<file path="config.mk">
export PLATFORM = sky130hd
export DESIGN_NAME = adc_conversion_control
export DESIGN_NICKNAME = d
export VERILOG_FILES = /design/src/shared/adc_ctl_pkg.sv /design/src/adc_conversion_control.sv
export SDC_FILE = /design/constraint.sdc
export NUM_CORES = 1
export LEC_CHECK = 0
export ABC_AREA = 0
export BUFFER_PORTS_ARGS = -buffer_cell sky130_fd_sc_hd__clkbuf_2
export CELL_PAD_IN_SITES_DETAIL_PLACEMENT = 0
export CELL_PAD_IN_SITES_GLOBAL_PLACEMENT = 1
export CORE_AREA = 2 2 122 95
export DETAILED_ROUTE_END_ITERATION = 12
export DIE_AREA = 0 0 124 97
export GPL_TIMING_DRIVEN = 0
export PLACE_DENSITY = 0.88
export SKIP_CTS_REPAIR_TIMING = 1
export SLEW_MARGIN = 20
export SYNTH_ARGS = -nofsm -noshare
export SYNTH_HDL_FRONTEND = slang
export SYNTH_SLANG_ARGS = --single-unit
</file>
<file path="constraint.sdc">
create_clock -name aclk -period 4.4 [get_ports aclk]
set_input_delay 0.88 -clock aclk [delete_from_list [all_inputs] [get_ports aclk]]
set_output_delay 0.88 -clock aclk [all_outputs]
set_load 0.03 [all_outputs]
</file>
<file path="src/shared/adc_ctl_pkg.sv">
// constants, types and helpers shared by the converter control block
// ----------------------------------------------------------------
// Function
// - async oscillator runs only while converting with it selected, also in stop
// - async oscillator near 2 MHz, or near 1 MHz with low power set
// - both select bits low: converter clock from the alternate clock
// - input select high, async select low: converter clock from bus clock
// - selected clock divided by 1, 2, 4 or 8 per divide field
// - one input converted at a time, chosen by the channel field
// - each conversion is 10-bit or 8-bit per the mode bit
// - software write to status/control starts a conversion unless channel is all ones
// - hardware trigger would start a conversion when selected
// - no hardware trigger here; only writes, continuous restarts and blocked-transfer restarts start conversions
// - continuous mode restarts after each transfer until aborted
// - completion loads results, sets flag, interrupt only if enabled at that moment
// - 8-bit mode rounds to 8 bits, low result only
// - 10-bit with high read but low unread: transfer blocked, flag not set, result lost
// - blocked transfer always starts another conversion
// - abort on status/control write, clock config write, reset, stop without async
// - abort keeps last results; reset clears them
// - reset or abort drops at once into the inactive state, clocks off
// - 8-bit: 18 clocks plus 3 bus first, 38 long; 16 or 36 after
// - 10-bit: 21 clocks plus 3 bus first, 41 long; 19 or 39 after
// - async selected: first conversion adds up to 5 us startup
// - long sample select widens sampling to 23.5 converter clocks
// ----------------------------------------------------------------
package adc_ctl_pkg;
  // ----------------------------------------------------------------
  // register map
  // ----------------------------------------------------------------
  localparam logic [3:0] A_SCR = 4'h0;
  localparam logic [3:0] A_CLK = 4'h4;
  localparam logic [3:0] A_RH = 4'h8;
  localparam logic [3:0] A_RL = 4'hc;
  localparam logic [1:0] RESP_OKAY = 2'h0;
  localparam logic [1:0] RESP_SLVERR = 2'h2;
  localparam logic [4:0] CH_OFF = 5'h1f;
  typedef struct packed {
    logic conversion_complete_flag;
    logic ie;
    logic cont;
    logic [4:0] ch;
  } scr_s;
  typedef struct packed {
    logic lpc;
    logic lsmp;
    logic mode10;
    logic [1:0] div;
    logic acs;
    logic ics;
  } clk_cfg_s;
  localparam scr_s SCR_RST = '{conversion_complete_flag: 1'b0, ie: 1'b0, cont: 1'b0, ch: CH_OFF};
  localparam clk_cfg_s CLK_RST = '0;
  // ----------------------------------------------------------------
  // timing
  // ----------------------------------------------------------------
  localparam int CLK_HZ = 20_000_000;
  localparam int CLK_NS = 50;
  localparam int ASYNC_HZ = 2_000_000;
  localparam int ASYNC_LP_HZ = 1_000_000;
  localparam logic [4:0] ASYNC_DIV = 5'((CLK_HZ + ASYNC_HZ - 1) / ASYNC_HZ);
  localparam logic [4:0] ASYNC_LP_DIV = 5'((CLK_HZ + ASYNC_LP_HZ - 1) / ASYNC_LP_HZ);
  localparam int STARTUP_NS = 5000;
  localparam logic [6:0] STARTUP_CYC = 7'(STARTUP_NS / CLK_NS);
  localparam logic [1:0] SYNC_BUS = 2'h3;
  localparam int LEN8_FIRST = 18;
  localparam int LEN10_FIRST = 21;
  localparam int LEN_SUB_LESS = 2;
  localparam int SAMPLE_X2_SHORT = 7;
  localparam int SAMPLE_X2_LONG = 47;
  localparam int LONG_EXTRA = (SAMPLE_X2_LONG - SAMPLE_X2_SHORT) / 2;
  typedef enum logic [3:0] {
    ST_IDLE = 4'b0001,
    ST_STARTUP = 4'b0010,
    ST_CONV = 4'b0100,
    ST_SYNC = 4'b1000
  } state_e;
  function automatic logic [5:0] conv_len(input logic mode10, input logic lsmp, input logic first);
    int n;
    n = mode10 ? LEN10_FIRST : LEN8_FIRST;
    if (lsmp)
    begin
      n = n + LONG_EXTRA;
    end
    if (!first)
    begin
      n = n - LEN_SUB_LESS;
    end
    return 6'(n);
  endfunction
endpackage

</file>
<file path="src/adc_conversion_control.sv">
// converter control: clock select/divide, start/abort, result transfer, axi4-lite slave
`timescale 1ns/1ps
`default_nettype none
module adc_conversion_control #(
  parameter int ADDR_W = 4
) (
  // clock and reset
  input wire logic aclk,
  input wire logic aresetn,
  // axi4-lite write
  input wire logic [ADDR_W-1:0] awaddr,
  input wire logic awvalid,
  output logic awready,
  input wire logic [31:0] wdata,
  input wire logic [3:0] wstrb,
  input wire logic wvalid,
  output logic wready,
  output logic [1:0] bresp,
  output logic bvalid,
  input wire logic bready,
  // axi4-lite read
  input wire logic [ADDR_W-1:0] araddr,
  input wire logic arvalid,
  output logic arready,
  output logic [31:0] rdata,
  output logic [1:0] rresp,
  output logic rvalid,
  input wire logic rready,
  // system and analog side
  input wire logic stop_mode,
  input wire logic alt_clk_tick,
  input wire logic [9:0] analog_value,
  output logic [4:0] channel_sel,
  output logic converter_active,
  output logic async_osc_en,
  output logic conv_irq
);
  if (ADDR_W < 4)
  begin : g_chk
    $error("ADDR_W must be at least 4");
  end

  adc_ctl_pkg::scr_s scr_ff;
  adc_ctl_pkg::clk_cfg_s cfg_ff;
  adc_ctl_pkg::state_e state_ff;
  logic aw_got_ff, w_got_ff, bvalid_ff, rvalid_ff;
  logic [ADDR_W-1:0] awaddr_ff;
  logic [7:0] wdata_ff;
  logic wstrb0_ff;
  logic [1:0] bresp_ff, rresp_ff;
  logic [31:0] rdata_ff;
  logic [1:0] res_h_ff;
  logic [7:0] res_l_ff;
  logic hi_read_ff, irq_ff, first_ff;
  logic [5:0] cnt_ff;
  logic [6:0] su_cnt_ff;
  logic [1:0] sync_cnt_ff;
  logic [4:0] osc_cnt_ff;
  logic [2:0] div_cnt_ff;

  // ----------------------------------------------------------------
  // bus slave
  // ----------------------------------------------------------------
  logic aw_have, w_have, wr_fire, wr_scr, wr_clk, wr_map;
  logic [ADDR_W-1:0] waddr;
  logic [7:0] wbyte;
  logic wstrb0;
  logic rd_fire, rd_rh, rd_rl;
  assign awready = !aw_got_ff && !bvalid_ff;
  assign wready = !w_got_ff && !bvalid_ff;
  assign arready = !rvalid_ff;
  assign aw_have = aw_got_ff || awvalid;
  assign w_have = w_got_ff || wvalid;
  assign wr_fire = aw_have && w_have && !bvalid_ff;
  assign waddr = aw_got_ff ? awaddr_ff : awaddr;
  assign wbyte = w_got_ff ? wdata_ff : wdata[7:0];
  assign wstrb0 = w_got_ff ? wstrb0_ff : wstrb[0];
  assign wr_map = waddr == ADDR_W'(adc_ctl_pkg::A_SCR) || waddr == ADDR_W'(adc_ctl_pkg::A_CLK)
                  || waddr == ADDR_W'(adc_ctl_pkg::A_RH) || waddr == ADDR_W'(adc_ctl_pkg::A_RL);
  assign wr_scr = wr_fire && wstrb0 && waddr == ADDR_W'(adc_ctl_pkg::A_SCR);
  assign wr_clk = wr_fire && wstrb0 && waddr == ADDR_W'(adc_ctl_pkg::A_CLK);
  assign rd_fire = arvalid && arready;
  assign rd_rh = rd_fire && araddr == ADDR_W'(adc_ctl_pkg::A_RH);
  assign rd_rl = rd_fire && araddr == ADDR_W'(adc_ctl_pkg::A_RL);
  assign bvalid = bvalid_ff;
  assign bresp = bresp_ff;
  assign rvalid = rvalid_ff;
  assign rresp = rresp_ff;
  assign rdata = rdata_ff;

  always_ff @(posedge aclk)
  begin
    if (!aresetn)
    begin
      aw_got_ff <= 1'b0;
      w_got_ff <= 1'b0;
      awaddr_ff <= '0;
      wdata_ff <= 8'h00;
      wstrb0_ff <= 1'b0;
      bvalid_ff <= 1'b0;
      bresp_ff <= adc_ctl_pkg::RESP_OKAY;
    end
    else
    begin
      if (wr_fire)
      begin
        aw_got_ff <= 1'b0;
        w_got_ff <= 1'b0;
        bvalid_ff <= 1'b1;
        bresp_ff <= wr_map ? adc_ctl_pkg::RESP_OKAY : adc_ctl_pkg::RESP_SLVERR;
      end
      else
      begin
        if (awvalid && awready)
        begin
          aw_got_ff <= 1'b1;
          awaddr_ff <= awaddr;
        end
        if (wvalid && wready)
        begin
          w_got_ff <= 1'b1;
          wdata_ff <= wdata[7:0];
          wstrb0_ff <= wstrb[0];
        end
        if (bvalid_ff && bready)
          bvalid_ff <= 1'b0;
      end
    end
  end

  // results leave only through these flops, so software always sees bus-domain values
  always_ff @(posedge aclk)
  begin
    if (!aresetn)
    begin
      rvalid_ff <= 1'b0;
      rdata_ff <= 32'h0000_0000;
      rresp_ff <= adc_ctl_pkg::RESP_OKAY;
    end
    else if (rd_fire)
    begin
      rvalid_ff <= 1'b1;
      rresp_ff <= adc_ctl_pkg::RESP_OKAY;
      unique case (araddr)
        ADDR_W'(adc_ctl_pkg::A_SCR): rdata_ff <= 32'(scr_ff);
        ADDR_W'(adc_ctl_pkg::A_CLK): rdata_ff <= 32'(cfg_ff);
        ADDR_W'(adc_ctl_pkg::A_RH): rdata_ff <= 32'(res_h_ff);
        ADDR_W'(adc_ctl_pkg::A_RL): rdata_ff <= 32'(res_l_ff);
        default:
        begin
          rdata_ff <= 32'h0000_0000;
          rresp_ff <= adc_ctl_pkg::RESP_SLVERR;
        end
      endcase
    end
    else if (rvalid_ff && rready)
      rvalid_ff <= 1'b0;
  end

  // ----------------------------------------------------------------
  // control registers
  // ----------------------------------------------------------------
  always_ff @(posedge aclk)
  begin
    if (!aresetn)
      cfg_ff <= adc_ctl_pkg::CLK_RST;
    else if (wr_clk)
      cfg_ff <= 7'(wbyte);
  end
  assign channel_sel = scr_ff.ch;

  // ----------------------------------------------------------------
  // clock select and divide
  // ----------------------------------------------------------------
  logic abort, busy, osc_tick, src_tick, converter_clock_tick;
  logic [4:0] osc_per;
  logic [2:0] div_mask;
  assign busy = state_ff != adc_ctl_pkg::ST_IDLE;
  assign abort = wr_scr || wr_clk || (stop_mode && !cfg_ff.acs);
  // gated the same cycle the abort is seen, not one edge later
  assign async_osc_en = busy && cfg_ff.acs && !abort;
  assign converter_active = busy;
  assign osc_per = cfg_ff.lpc ? adc_ctl_pkg::ASYNC_LP_DIV : adc_ctl_pkg::ASYNC_DIV;
  assign osc_tick = async_osc_en && osc_cnt_ff == osc_per - 5'h01;
  always_ff @(posedge aclk)
  begin
    if (!aresetn || !async_osc_en)
      osc_cnt_ff <= 5'h00;
    else
      osc_cnt_ff <= osc_tick ? 5'h00 : osc_cnt_ff + 5'h01;
  end
  // alternate source must be no faster than aclk: it arrives as a tick enable
  assign src_tick = cfg_ff.acs ? osc_tick : (cfg_ff.ics ? 1'b1 : alt_clk_tick);
  assign div_mask = 3'((4'h1 << cfg_ff.div) - 4'h1);
  assign converter_clock_tick = state_ff == adc_ctl_pkg::ST_CONV && !abort && src_tick
                     && (div_cnt_ff & div_mask) == div_mask;
  always_ff @(posedge aclk)
  begin
    if (!aresetn || state_ff != adc_ctl_pkg::ST_CONV || abort)
      div_cnt_ff <= 3'h0;
    else if (src_tick)
      div_cnt_ff <= converter_clock_tick ? 3'h0 : div_cnt_ff + 3'h1;
  end

  // ----------------------------------------------------------------
  // conversion sequencer
  // ----------------------------------------------------------------
  logic start_sw, conv_end, xfer, blocked;
  logic [5:0] len;
  logic [10:0] rnd;
  // no hardware trigger source exists, only writes and restarts start
  assign start_sw = wr_scr && wbyte[4:0] != adc_ctl_pkg::CH_OFF;
  assign len = adc_ctl_pkg::conv_len(cfg_ff.mode10, cfg_ff.lsmp, first_ff);
  assign conv_end = converter_clock_tick && cnt_ff == len - 6'h01;
  assign xfer = !abort && ((state_ff == adc_ctl_pkg::ST_SYNC && sync_cnt_ff == adc_ctl_pkg::SYNC_BUS - 2'h1)
                || (conv_end && !first_ff));
  assign blocked = cfg_ff.mode10 && hi_read_ff;
  assign rnd = 11'(analog_value) + 11'h002;

  always_ff @(posedge aclk)
  begin
    if (!aresetn)
    begin
      state_ff <= adc_ctl_pkg::ST_IDLE;
      first_ff <= 1'b1;
      cnt_ff <= 6'h00;
      su_cnt_ff <= 7'h00;
      sync_cnt_ff <= 2'h0;
    end
    else if (start_sw || (xfer && blocked))
    begin
      state_ff <= cfg_ff.acs ? adc_ctl_pkg::ST_STARTUP : adc_ctl_pkg::ST_CONV;
      first_ff <= 1'b1;
      cnt_ff <= 6'h00;
      su_cnt_ff <= 7'h00;
      sync_cnt_ff <= 2'h0;
    end
    else if (abort)
      state_ff <= adc_ctl_pkg::ST_IDLE;
    else if (xfer)
    begin
      state_ff <= scr_ff.cont ? adc_ctl_pkg::ST_CONV : adc_ctl_pkg::ST_IDLE;
      first_ff <= 1'b0;
      cnt_ff <= 6'h00;
    end
    else
    begin
      unique case (state_ff)
        adc_ctl_pkg::ST_IDLE: cnt_ff <= 6'h00;
        adc_ctl_pkg::ST_STARTUP:
        begin
          su_cnt_ff <= su_cnt_ff + 7'h01;
          if (su_cnt_ff == adc_ctl_pkg::STARTUP_CYC - 7'h01)
            state_ff <= adc_ctl_pkg::ST_CONV;
        end
        adc_ctl_pkg::ST_CONV:
        begin
          if (conv_end)
            state_ff <= adc_ctl_pkg::ST_SYNC;
          else if (converter_clock_tick)
            cnt_ff <= cnt_ff + 6'h01;
        end
        adc_ctl_pkg::ST_SYNC: sync_cnt_ff <= sync_cnt_ff + 2'h1;
      endcase
    end
  end

  // ----------------------------------------------------------------
  // results, completion flag, interrupt
  // ----------------------------------------------------------------
  always_ff @(posedge aclk)
  begin
    if (!aresetn)
    begin
      res_h_ff <= 2'h0;
      res_l_ff <= 8'h00;
    end
    else if (xfer && !blocked)
    begin
      if (cfg_ff.mode10)
      begin
        res_h_ff <= analog_value[9:8];
        res_l_ff <= analog_value[7:0];
      end
      else
      begin
        res_h_ff <= 2'h0;
        res_l_ff <= rnd[10] ? 8'hff : rnd[9:2];
      end
    end
  end

  // a high-byte read blocks 10-bit transfers until the low byte is read
  always_ff @(posedge aclk)
  begin
    if (!aresetn || rd_rl)
      hi_read_ff <= 1'b0;
    else if (rd_rh)
      hi_read_ff <= 1'b1;
  end

  always_ff @(posedge aclk)
  begin
    if (!aresetn)
    begin
      scr_ff <= adc_ctl_pkg::SCR_RST;
      irq_ff <= 1'b0;
    end
    else
    begin
      if (wr_scr)
      begin
        scr_ff.ch <= wbyte[4:0];
        scr_ff.cont <= wbyte[5];
        scr_ff.ie <= wbyte[6];
      end
      // a new completion wins over a clear in the same cycle
      if (xfer && !blocked)
      begin
        scr_ff.conversion_complete_flag <= 1'b1;
        irq_ff <= scr_ff.ie;
      end
      else if (wr_scr || rd_rl)
      begin
        scr_ff.conversion_complete_flag <= 1'b0;
        irq_ff <= 1'b0;
      end
    end
  end
  assign conv_irq = irq_ff;
endmodule
`default_nettype wire
</file>
Word-level counts from Yosys, hierarchy flattened:

Index checks and enable logic that the tools add are counted.

* flip-flop bits (word level): 107
* input port bits: 63
* output and inout port bits: 49
* word-level logic and storage cells: 176

* add/sub/neg operators: 11
* eq/ne operators: 22
* shift operators: 1
* muxes and demuxes: 35
* bitwise operators: 5
* reduce and logical (&&, ||, !) cells: 71

Operators by type and width (number)
* $pmux 8 s4: 1
* $mux 6: 5
* $logic_and 1x1->1: 29
* $mux 4: 6
* $eq 4x4->1 const B: 5
* $mux 8: 2
* $logic_or 1x1->1: 14
* $eq 4x3->1 const B: 3
* $mux 3: 4
* $pmux 6 s2: 1
* $add 10x2->11 const B: 1
* $logic_not 1->1: 10
* $mux 1: 10
* $ne 5x5->1 const B: 2
* $reduce_and 3->1: 3
* $logic_not 4->1: 2
* $pmux 4 s2: 1
* $add 7x1->7 const B: 1
* $eq 7x7->1 const B: 1
* $mux 7: 1
* $add 5x5->6 const B: 1
* $add 6x1->6 const B: 1
* $eq 6x6->1: 1
* $mux 2: 3
* 27 further kinds: 37

Depth between registers and ports, before layout:

Gate-level depths: netlist of run 1.

* depth in word-level cells: 21
* mapped depth: 12
* mapped depth without buffers: 10

Worst setup path before layout of run 1:

No wires, ideal clock.

* path kind: reg2reg
* start point: register cfg_ff[4] (netlist bit)
* end point: register res_l_ff[3]
* library setup time: 0.128 ns
* arrival: 2.891 ns
* data required time: 4.272 ns
* path slack: 1.382 ns
* stages on the path, launching flop included: 13
* path buffers: 2
* clock period less this slack: 3.018 ns
* cell sequence: dfxtp_1 buf_2 inv_2 ha_1 nor3_2 nand2_1 or3_1 a211oi_2 o311ai_1 a21oi_4 buf_6 mux2i_1 nor2_1

* word-level cells in the longest chain between the ends: 12
* elaborated cells on any way between the ends: 15
* those cells by class: add/sub (3); eq/ne (1); mux (4); reduce/logical (7)

Ends and longest elaborated chain
* from (decl): line adc_conversion_control.sv:44 `adc_ctl_pkg::clk_cfg_s cfg_ff;`
* from (signal assigned): line adc_conversion_control.sv:166 `cfg_ff <= adc_ctl_pkg::CLK_RST;`
* from (signal assigned): line adc_conversion_control.sv:168 `cfg_ff <= 7'(wbyte);`
* $mux 3: line adc_ctl_pkg.sv:80 `n = mode10 ? LEN10_FIRST : LEN8_FIRST;`
* $add 5x5->6: line adc_ctl_pkg.sv:83 `n = n + LONG_EXTRA;`
* $mux 6: line adc_ctl_pkg.sv:81 `if (lsmp)`
* $sub 6x2->6: line adc_ctl_pkg.sv:87 `n = n - LEN_SUB_LESS;`
* $mux 6: line adc_ctl_pkg.sv:85 `if (!first)`
* $sub 6x1->6: line adc_conversion_control.sv:214 `assign conv_end = converter_clock_tick && cnt_ff == len - 6'h01;`
* $eq 6x6->1: line adc_conversion_control.sv:214
* $logic_and 1x1->1: line adc_conversion_control.sv:214
* $logic_and 1x1->1: line adc_conversion_control.sv:216 `|| (conv_end && !first_ff));`
* $logic_or 1x1->1: line adc_conversion_control.sv:216
* $logic_and 1x1->1: line adc_conversion_control.sv:215 `assign xfer = !abort && ((state_ff == adc_ctl_pkg::ST_SYNC && sync_cnt_ff == adc_ctl_pkg::SYNC_BUS - 2'h1)`
* $logic_and 1x1->1: line adc_conversion_control.sv:278 `else if (xfer && !blocked)`
* to (signal assigned): line adc_conversion_control.sv:283 `res_l_ff <= analog_value[7:0];`
* to (signal assigned): line adc_conversion_control.sv:288 `res_l_ff <= rnd[10] ? 8'hff : rnd[9:2];`
* to (decl): line adc_conversion_control.sv:53 `logic [7:0] res_l_ff;`

Several ways; a longest one is shown, not always the timed one.
A chain may end at the register's enable or synchronous reset.

Final worst setup path of run 1:

* start point: register cfg_ff[4] (netlist bit)
* end point: register res_l_ff[5]

Same word-level chain as after synthesis.

==> impl_metrics.sql, run 1 <==
INSERT INTO impl_metrics (metric_group, metric, value, unit) VALUES
('synth', 'avgSynthCellArea', '8.722', 'um2'),
('clocking', 'cts-root-to-sink-buffers', '2', ''),
('routing', 'detailedRoute.firstPassIterationCount', '4', ''),
('finish', 'layout.core_utilization', '0.4921', ''),
('placed_design', 'placed_cells', '730', ''),
('min_path', 'endpoint_worst_hold', 'bresp[1]$_SDFFE_PN0P_', ''),
('critical_path', 'timing_worst_setup_path_type', 'flop to flop', ''),
('timing', 'report.final.setup_viol', '0', ''),
('grt', 'first_pass_grt_wire_length', '17880', 'um'),
('pwr', 'pwr_density_cell', '330.9', 'mW/mm2'),
('critical_path', 'critical_path.reg2reg.startpoint', 'cfg_ff[4]$_SDFFE_PN0P_', ''),
('clocking', 'clock_latency', '340', 'ps'),
('finish', 'area_growth_from_synthesis_to_layout', '18.76', '%'),
('synth', 'synthDominantAreaCellType', 'dfxtp_1', ''),
('pwr', 'power.combinational.fraction', '0.145', ''),
('placed_design', 'place.port_buffers', '55', ''),
('synth', 'yosysWarnings', '0', ''),
('pwr', 'net_switching_fraction_of_the_power', '0.2597', ''),
('grt', 'antenna_found_initial', '0', ''),
('clocking', 'cts_inserted_buffers', '9', ''),
('synth', 'netlist_top_cells_count', '81 x dfxtp_1, 80 x nor2_1, 34 x nand2_1, 32 x buf_4, 30 x mux2i_1', ''),
('routing', 'routed-via-count', '3878', ''),
('floorplanning', 'start_util', '0.4143', ''),
('timing', 'timing_hold_violations_final', '0', ''),
('timing', 'max_freq', '282.2', 'MHz'),
('synth', 'synth_top_area_frac', '0.3646', ''),
('timing', 'unrepaired_setup_endpoints_after_global_routing', 'no', ''),
('floorplanning', 'core_area', '0.01074', 'mm2'),
('critical_path', 'critical_path.cell_chain', 'buf_2 -> inv_2 -> ha_1 -> nor3_2 -> nand2_1 -> or3_1 -> a211oi_2 -> o311ai_1 -> a21oi_4 -> buf_6 -> mux2i_1 -> nor2_1', ''),
('min_path', 'worst_hold_startpoint', 'bresp[1]$_SDFFE_PN0P_', ''),
('critical_path', 'crit_family', 'compound AO/OA/AOI/OAI gates', ''),
('clocking', 'h-tree-depth', '3', ''),
('synth', 'postSynthCellCount', '510', ''),
('routing', 'vias_per_cell', '5.198', ''),
('synth', 'postSynthRegisterBits', '81', ''),
('synth', 'ys.flop_type', 'dfxtp_1', ''),
('finish', 'fillers', '1032', ''),
('job', 'cap_violations', '0', ''),
('synth', 'synth.yosys.seq_area_share', '0.3646', ''),
('routing', 'drc', '0', ''),
('synth', 'synth.most_common_cell', 'dfxtp_1', ''),
('floorplanning', 'width_of_the_die', '124', 'um'),
('critical_path', 'timing.critical_path.slowest_cell_delay', '440', 'ps'),
('routing', 'drt-total-wl', '10890', 'um'),
('critical_path', 'worst-path-buf-inv', '3', ''),
('pwr', 'ir_worst_vdd', '0.0001697', 'V'),
('pwr', 'finalPower', '0.001748', 'W'),
('min_path', 'min_path_type', 'flop to flop', ''),
('placed_design', 'gp_routability_congestion', '0.8560', ''),
('synth', 'yosys-top-cells-area', 'dfxtp_1 36%, mux2i_1 6.8%, nor2_1 6.8%, buf_4 5.4%, nand2_1 2.9%', ''),
('pwr', 'clock_network_power_share', '0.419', ''),
('timing', 'layout_worst_path_cycle_share', '0.8054', ''),
('run_status', 'status', 'complete, no violations', ''),
('critical_path', 'timing.reg2reg.setup_slack', '860', 'ps'),
('critical_path', 'worstPathArrival', '3750', 'ps'),
('timing', 'clock-skew-final', '4.642', 'ps'),
('routing', 'antenna_left', '0', ''),
('timing', 'timing.final.max_slew_violations', '0', ''),
('timing', 'sum_of_negative_setup_slack', '0', 'ps'),
('pwr', 'cellLeakagePower', '2.261', 'nW'),
('grt', 'grt_start_max_net_pins', '13', ''),
('critical_path', 'critPathSlowestCell', 'dfxtp_1', ''),
('clocking', 'clock_sinks', '81', ''),
('grt', 'grt_use_total', '0.1880', ''),
('critical_path', 'crit_path_start_kind', 'flop', ''),
('synth', 'synth_edf_count', '0', ''),
('timing', 'worst_pin_slew', '739.1', 'ps'),
('synth', 'post_synth_num_cell_types', '71', ''),
('synth', 'post_synth_instance_area', '0.004448', 'mm2'),
('routing', 'wire_per_inst', '14.60', 'um'),
('pwr', 'power_report.internal_total', '0.001294', 'W');
[worst max path at each step]
stage / startpoint / to / slack, ps / cells past startpoint
floorplan: cfg_ff[4]$_SDFFE_PN0P_ / res_l_ff[3]$_SDFFE_PN0P_ / 1380 / 12
global placement: cfg_ff[4]$_SDFFE_PN0P_ / res_l_ff[3]$_SDFFE_PN0P_ / 990 / 12
detailed placement: cfg_ff[4]$_SDFFE_PN0P_ / res_l_ff[5]$_SDFFE_PN0P_ / 870 / 12
CTS: cfg_ff[4]$_SDFFE_PN0P_ / res_l_ff[5]$_SDFFE_PN0P_ / 840 / 12
global route: cfg_ff[4]$_SDFFE_PN0P_ / res_l_ff[3]$_SDFFE_PN0P_ / 610 / 12
finish: cfg_ff[4]$_SDFFE_PN0P_ / res_l_ff[5]$_SDFFE_PN0P_ / 860 / 12
[flip-flops by register name, indices dropped and copies added (netlist names), 2 cells and up]
register / cells
awaddr_ff: 4
cfg_ff: 7
channel_sel: 5
cnt_ff: 6
div_cnt_ff: 3
osc_cnt_ff: 5
rdata: 8
res_h_ff: 2
res_l_ff: 8
scr_ff: 3
state_ff: 4
su_cnt_ff: 7
sync_cnt_ff: 2
wdata_ff: 7
[per-stage QoR]
stage / cell area [um2] / setup slack, ps / hold WS [ps]
floorplan: 4542 / 1382 / 425.7
global placement: 4992 / 987.2 / 441.5
detailed placement: 4992 / 870.1 / 464.6
CTS: 5283 / 839.9 / 474.5
global route: 5283 / 611.3 / 500.3
finish: 5283 / 856.0 / 471.9
[cell type report]
type | instances | area, um2 | area share
clock inverters | 3 | 40.04 | 0.007579
clock buffers | 13 | 250.2 | 0.04737
flip-flops and latches | 81 | 1622 | 0.3070
inverters | 14 | 52.55 | 0.009948
repair buffers | 55 | 275.3 | 0.05211
plain buffers | 50 | 319.1 | 0.06040
well taps | 140 | 175.2 | 0.03316
multi-input cells | 390 | 2549 | 0.4825
[kinds of logic after synthesis]
| family | synth area share |
|---|---|
| simple gates | 0.2110 |
| fa+ha+maj | 0.02813 |
| flops | 0.3646 |
| other cells | 0.0008431 |
| xor+xnor | 0.04698 |
| buf+inv | 0.08354 |
| compound gates | 0.1823 |
| mux | 0.08270 |
[placed cells by master (no fill, tap or decap), types with 9 or more instances in the layout]
master,netlist,layout
a22oi_1,9,9
clkbuf_1,13,16
o21ai_0,14,14
nor2_1,80,80
xor2_1,9,9
buf_4,32,32
clkbuf_2,0,55
mux2i_1,30,30
nand2b_1,10,10
a21oi_1,23,23
xnor2_1,13,13
inv_1,13,13
conb_1,1,26
dfxtp_1,81,81
nand3_1,15,15
clkbuf_16,0,9
ha_1,10,10
o211ai_1,9,9
a211oi_1,9,9
nand2_1,34,34
[tightest hold or removal path, cell delays in order (launching register included)]
cell and delay, ps:
dfxtp_1 310, nand2_1 50, a21oi_1 60
[routing by layer]
layer | wire length [um] | GRT usage | vias up
li1 | - | - | 1956
met1 | 5338 | 0.2711 | 1805
met2 | 4749 | 0.2739 | 105
met3 | 681 | 0.04599 | 12
met4 | 125 | 0.05964 | 0
met5 | 0 | 0 | -
[power by group through the flow]
stage,Clock [W],Sequential [W],Combinational (W)
CTS,0.000748,0.000763,0.000252
finish,0.000732,0.000763,0.000253
floorplan,0,0.000783,0.000177
global placement,0,0.000778,0.000246
detailed placement,0,0.000779,0.000251
global route,0.000784,0.000765,0.000277
Power figures use the tool's default switching activity.
==> inputs of run 2 (changes only) <==
- CORE_AREA: 2 2 122 95 -> 2 2 132 102
- DIE_AREA: 0 0 124 97 -> 0 0 134 104
- PLACE_DENSITY: 0.88 -> 0.81
- clock period: 4.4 -> 2.9 ns (I/O delays scaled with it)
==> impl_metrics.sql, run 2 (synthesis results as in run 1) <==
INSERT INTO impl_metrics (metric_group, metric, value, unit) VALUES
('critical_path', 'worst-path-buf-inv', '2', ''),
('critical_path', 'timing.reg2reg.setup_slack', '60', 'ps'),
('timing', 'unrepaired_setup_endpoints_after_global_routing', 'yes', ''),
('floorplanning', 'start_util', '0.3514', ''),
('grt', 'grt_use_total', '0.1625', ''),
('pwr', 'ir_worst_vdd', '0.0002890', 'V'),
('routing', 'initialDrtViolationCount', '203', ''),
('floorplanning', 'vertical_die_dimension', '104', 'um'),
('grt', 'antenna_found_initial', '0', ''),
('critical_path', 'critical_path.reg2reg.startpoint', 'cfg_ff[4]$_SDFFE_PN0P_', ''),
('placed_design', 'place.port_buffers', '55', ''),
('clocking', 'h-tree-depth', '3', ''),
('placed_design', 'gp_routability_congestion', '0.7851', ''),
('grt', 'grt_pass1_vias', '3722', ''),
('critical_path', 'crit_path_start_kind', 'flop', ''),
('critical_path', 'critical_path.max_fanout', '6', ''),
('timing', 'setup_ws', '61.44', 'ps'),
('timing', 'report.final.setup_viol', '0', ''),
('timing', 'timing.final.max_slew_violations', '0', ''),
('run_status', 'status', 'complete, no violations', ''),
('routing', 'detailedRoute.firstPassIterationCount', '4', ''),
('clocking', 'cts-root-to-sink-buffers', '2', ''),
('grt', 'grt_overflow', '0', ''),
('timing', 'worst_pin_slew', '753.1', 'ps'),
('routing', 'drt-total-wl', '11360', 'um'),
('critical_path', 'worstPathArrival', '3130', 'ps'),
('clocking', 'cts-root-buf', 'clkbuf_16', ''),
('finish', 'area_growth_from_synthesis_to_layout', '26.78', '%'),
('critical_path', 'r2r.worst_path.cells', '11', ''),
('critical_path', 'critical_path.endpoint_type', 'flop', ''),
('critical_path', 'reg2reg_to', 'cnt_ff[5]$_SDFFE_PP0P_', ''),
('routing', 'vias_per_cell', '5.005', ''),
('timing', 'clock-skew-final', '8.522', 'ps'),
('finish', 'layout-drive-gt1-share', '0.2548', ''),
('timing', 'sum_of_negative_setup_slack', '0', 'ps'),
('timing', 'min_tclk_post_route', '2839', 'ps'),
('critical_path', 'crit_family', 'compound AO/OA/AOI/OAI gates', ''),
('timing', 'slew_headroom', '0.4933', ''),
('min_path', 'min_path_type', 'input port to flop', ''),
('placed_design', 'dp.final_hpwl', '8525', 'um'),
('job', 'cap_violations', '0', ''),
('floorplanning', 'core_area', '0.01266', 'mm2'),
('clocking', 'clock_latency', '340', 'ps'),
('floorplanning', 'fp.dieArea', '0.01394', 'mm2'),
('pwr', 'pwr_density_cell', '481.3', 'mW/mm2'),
('routing', 'routed-via-count', '3979', ''),
('routing', 'antenna_left', '0', ''),
('finish', 'fillers', '1268', ''),
('timing', 'layout_worst_path_cycle_share', '0.9788', ''),
('critical_path', 'timing_worst_setup_path_type', 'flop to flop', ''),
('critical_path', 'timing.critical_path.slowest_cell_delay', '390', 'ps'),
('critical_path', 'critPathSlowestCell', 'o311a_4', ''),
('grt', 'grt_start_max_net_pins', '16', ''),
('finish', 'finish.net_count', '692', ''),
('min_path', 'min_path_cells', '2', ''),
('floorplanning', 'floorplan.rows', '36', ''),
('clocking', 'tritoncts', 'built', ''),
('finish', 'mostFrequentLayoutCells', '80 x nor2_1, 79 x dfxtp_1, 55 x clkbuf_2, 47 x buf_4, 34 x nand2_1', ''),
('min_path', 'worst_hold_startpoint', 'rready', ''),
('clocking', 'cts_inserted_buffers', '9', ''),
('grt', 'first_pass_grt_wire_length', '18240', 'um'),
('floorplanning', 'pin_count', '112', ''),
('finish', 'antenna_diode_instance_count', '0', ''),
('timing', 'hold_slack', '426.0', 'ps'),
('pwr', 'cellLeakagePower', '2.359', 'nW'),
('routing', 'drc', '0', ''),
('timing', 'timing_hold_violations_final', '0', ''),
('clocking', 'cts.reportedPaths.clkPinSlew', '70', 'ps'),
('floorplanning', 'width_of_the_die', '134', 'um'),
('timing', 'max_freq', '352.3', 'MHz'),
('critical_path', 'critical_path.cell_chain', 'buf_8 -> clkinv_8 -> ha_4 -> and4b_1 -> a21oi_4 -> a22o_1 -> o211a_4 -> o311a_4 -> a211o_4 -> nand2b_4 -> o21ba_1', ''),
('placed_design', 'setup_slack_placement', '-351.9', 'ps'),
('min_path', 'endpoint_worst_hold', 'rvalid$_SDFFE_PN0P_', ''),
('routing', 'wire_per_inst', '14.29', 'um'),
('critical_path', 'worstPathRequired', '3190', 'ps'),
('finish', 'mostFrequentLayoutCell', 'nor2_1', ''),
('clocking', 'clock_sinks', '81', '');
-- run 2: changes by cell type in the layout (fill, tap and decap cells not counted), moves of 2 or more --
cell and change:
buf_4 +15, clkbuf_1 -3, inv_6 +3, a21oi_4 +2, buf_6 +2, clkinvlp_4 +2, dfxtp_1 -2, dfxtp_4 +2
ha_1 -2, ha_4 +2, nor3_2 -2, nor3_4 +2
-- run 2: routing by layer --
layer	wire (um)	GRT usage
met1	5685	0.2270
met2	4851	0.2436
met3	701	0.04776
met4	122	0.04331
met5	0	0
-- run 2: worst max path at each step --
stage	slack (ps)	cells past startpoint	endpoint	start
after floorplan	3	12	res_l_ff[3]$_SDFFE_PN0P_	cfg_ff[4]$_SDFFE_PN0P_
after global placement	-290	12	res_l_ff[4]$_SDFFE_PN0P_	cfg_ff[4]$_SDFFE_PN0P_
after detailed placement	-350	12	res_l_ff[5]$_SDFFE_PN0P_	cfg_ff[4]$_SDFFE_PN0P_
after CTS	-370	12	res_l_ff[5]$_SDFFE_PN0P_	cfg_ff[4]$_SDFFE_PN0P_
after global routing	-20	12	res_l_ff[3]$_SDFFE_PN0P_	first_ff$_SDFFE_PP1P_
final	60	11	cnt_ff[5]$_SDFFE_PP0P_	cfg_ff[4]$_SDFFE_PN0P_
-- run 2: power breakdown --
part           internal (W)  total (W)  leakage [nW]  switching (W)
clock network      0.000676    0.00116         0.147       0.000487
registers           0.00114    0.00116         0.657      0.0000208
logic              0.000146   0.000394          1.55       0.000248
total               0.00196    0.00271          2.36       0.000756
-- run 2: stage by stage --
stage	total power, W	util	cell area, um2	instances
3_3_place_gp	0.001557	0.4005	5069	761
4_1_cts	0.002727	0.4244	5371	777
3_5_place_dp	0.001563	0.4005	5069	761
5_1_grt	0.002820	0.4455	5639	795
2_1_floorplan	0.001459	-	4579	535
6_report	0.002714	0.4455	5639	795
-- run 2: final cells by class --
cell class | instances | area, um2 | area share
clock buffer | 9 | 225.2 | 0.03994
buffer | 50 | 331.6 | 0.05880
sequential | 81 | 1629 | 0.2889
multi-input combinational | 390 | 2678 | 0.4748
inverter | 14 | 68.82 | 0.01220
timing repair buffer | 73 | 415.4 | 0.07366
tap | 171 | 214.0 | 0.03794
clock inverter | 7 | 77.57 | 0.01376
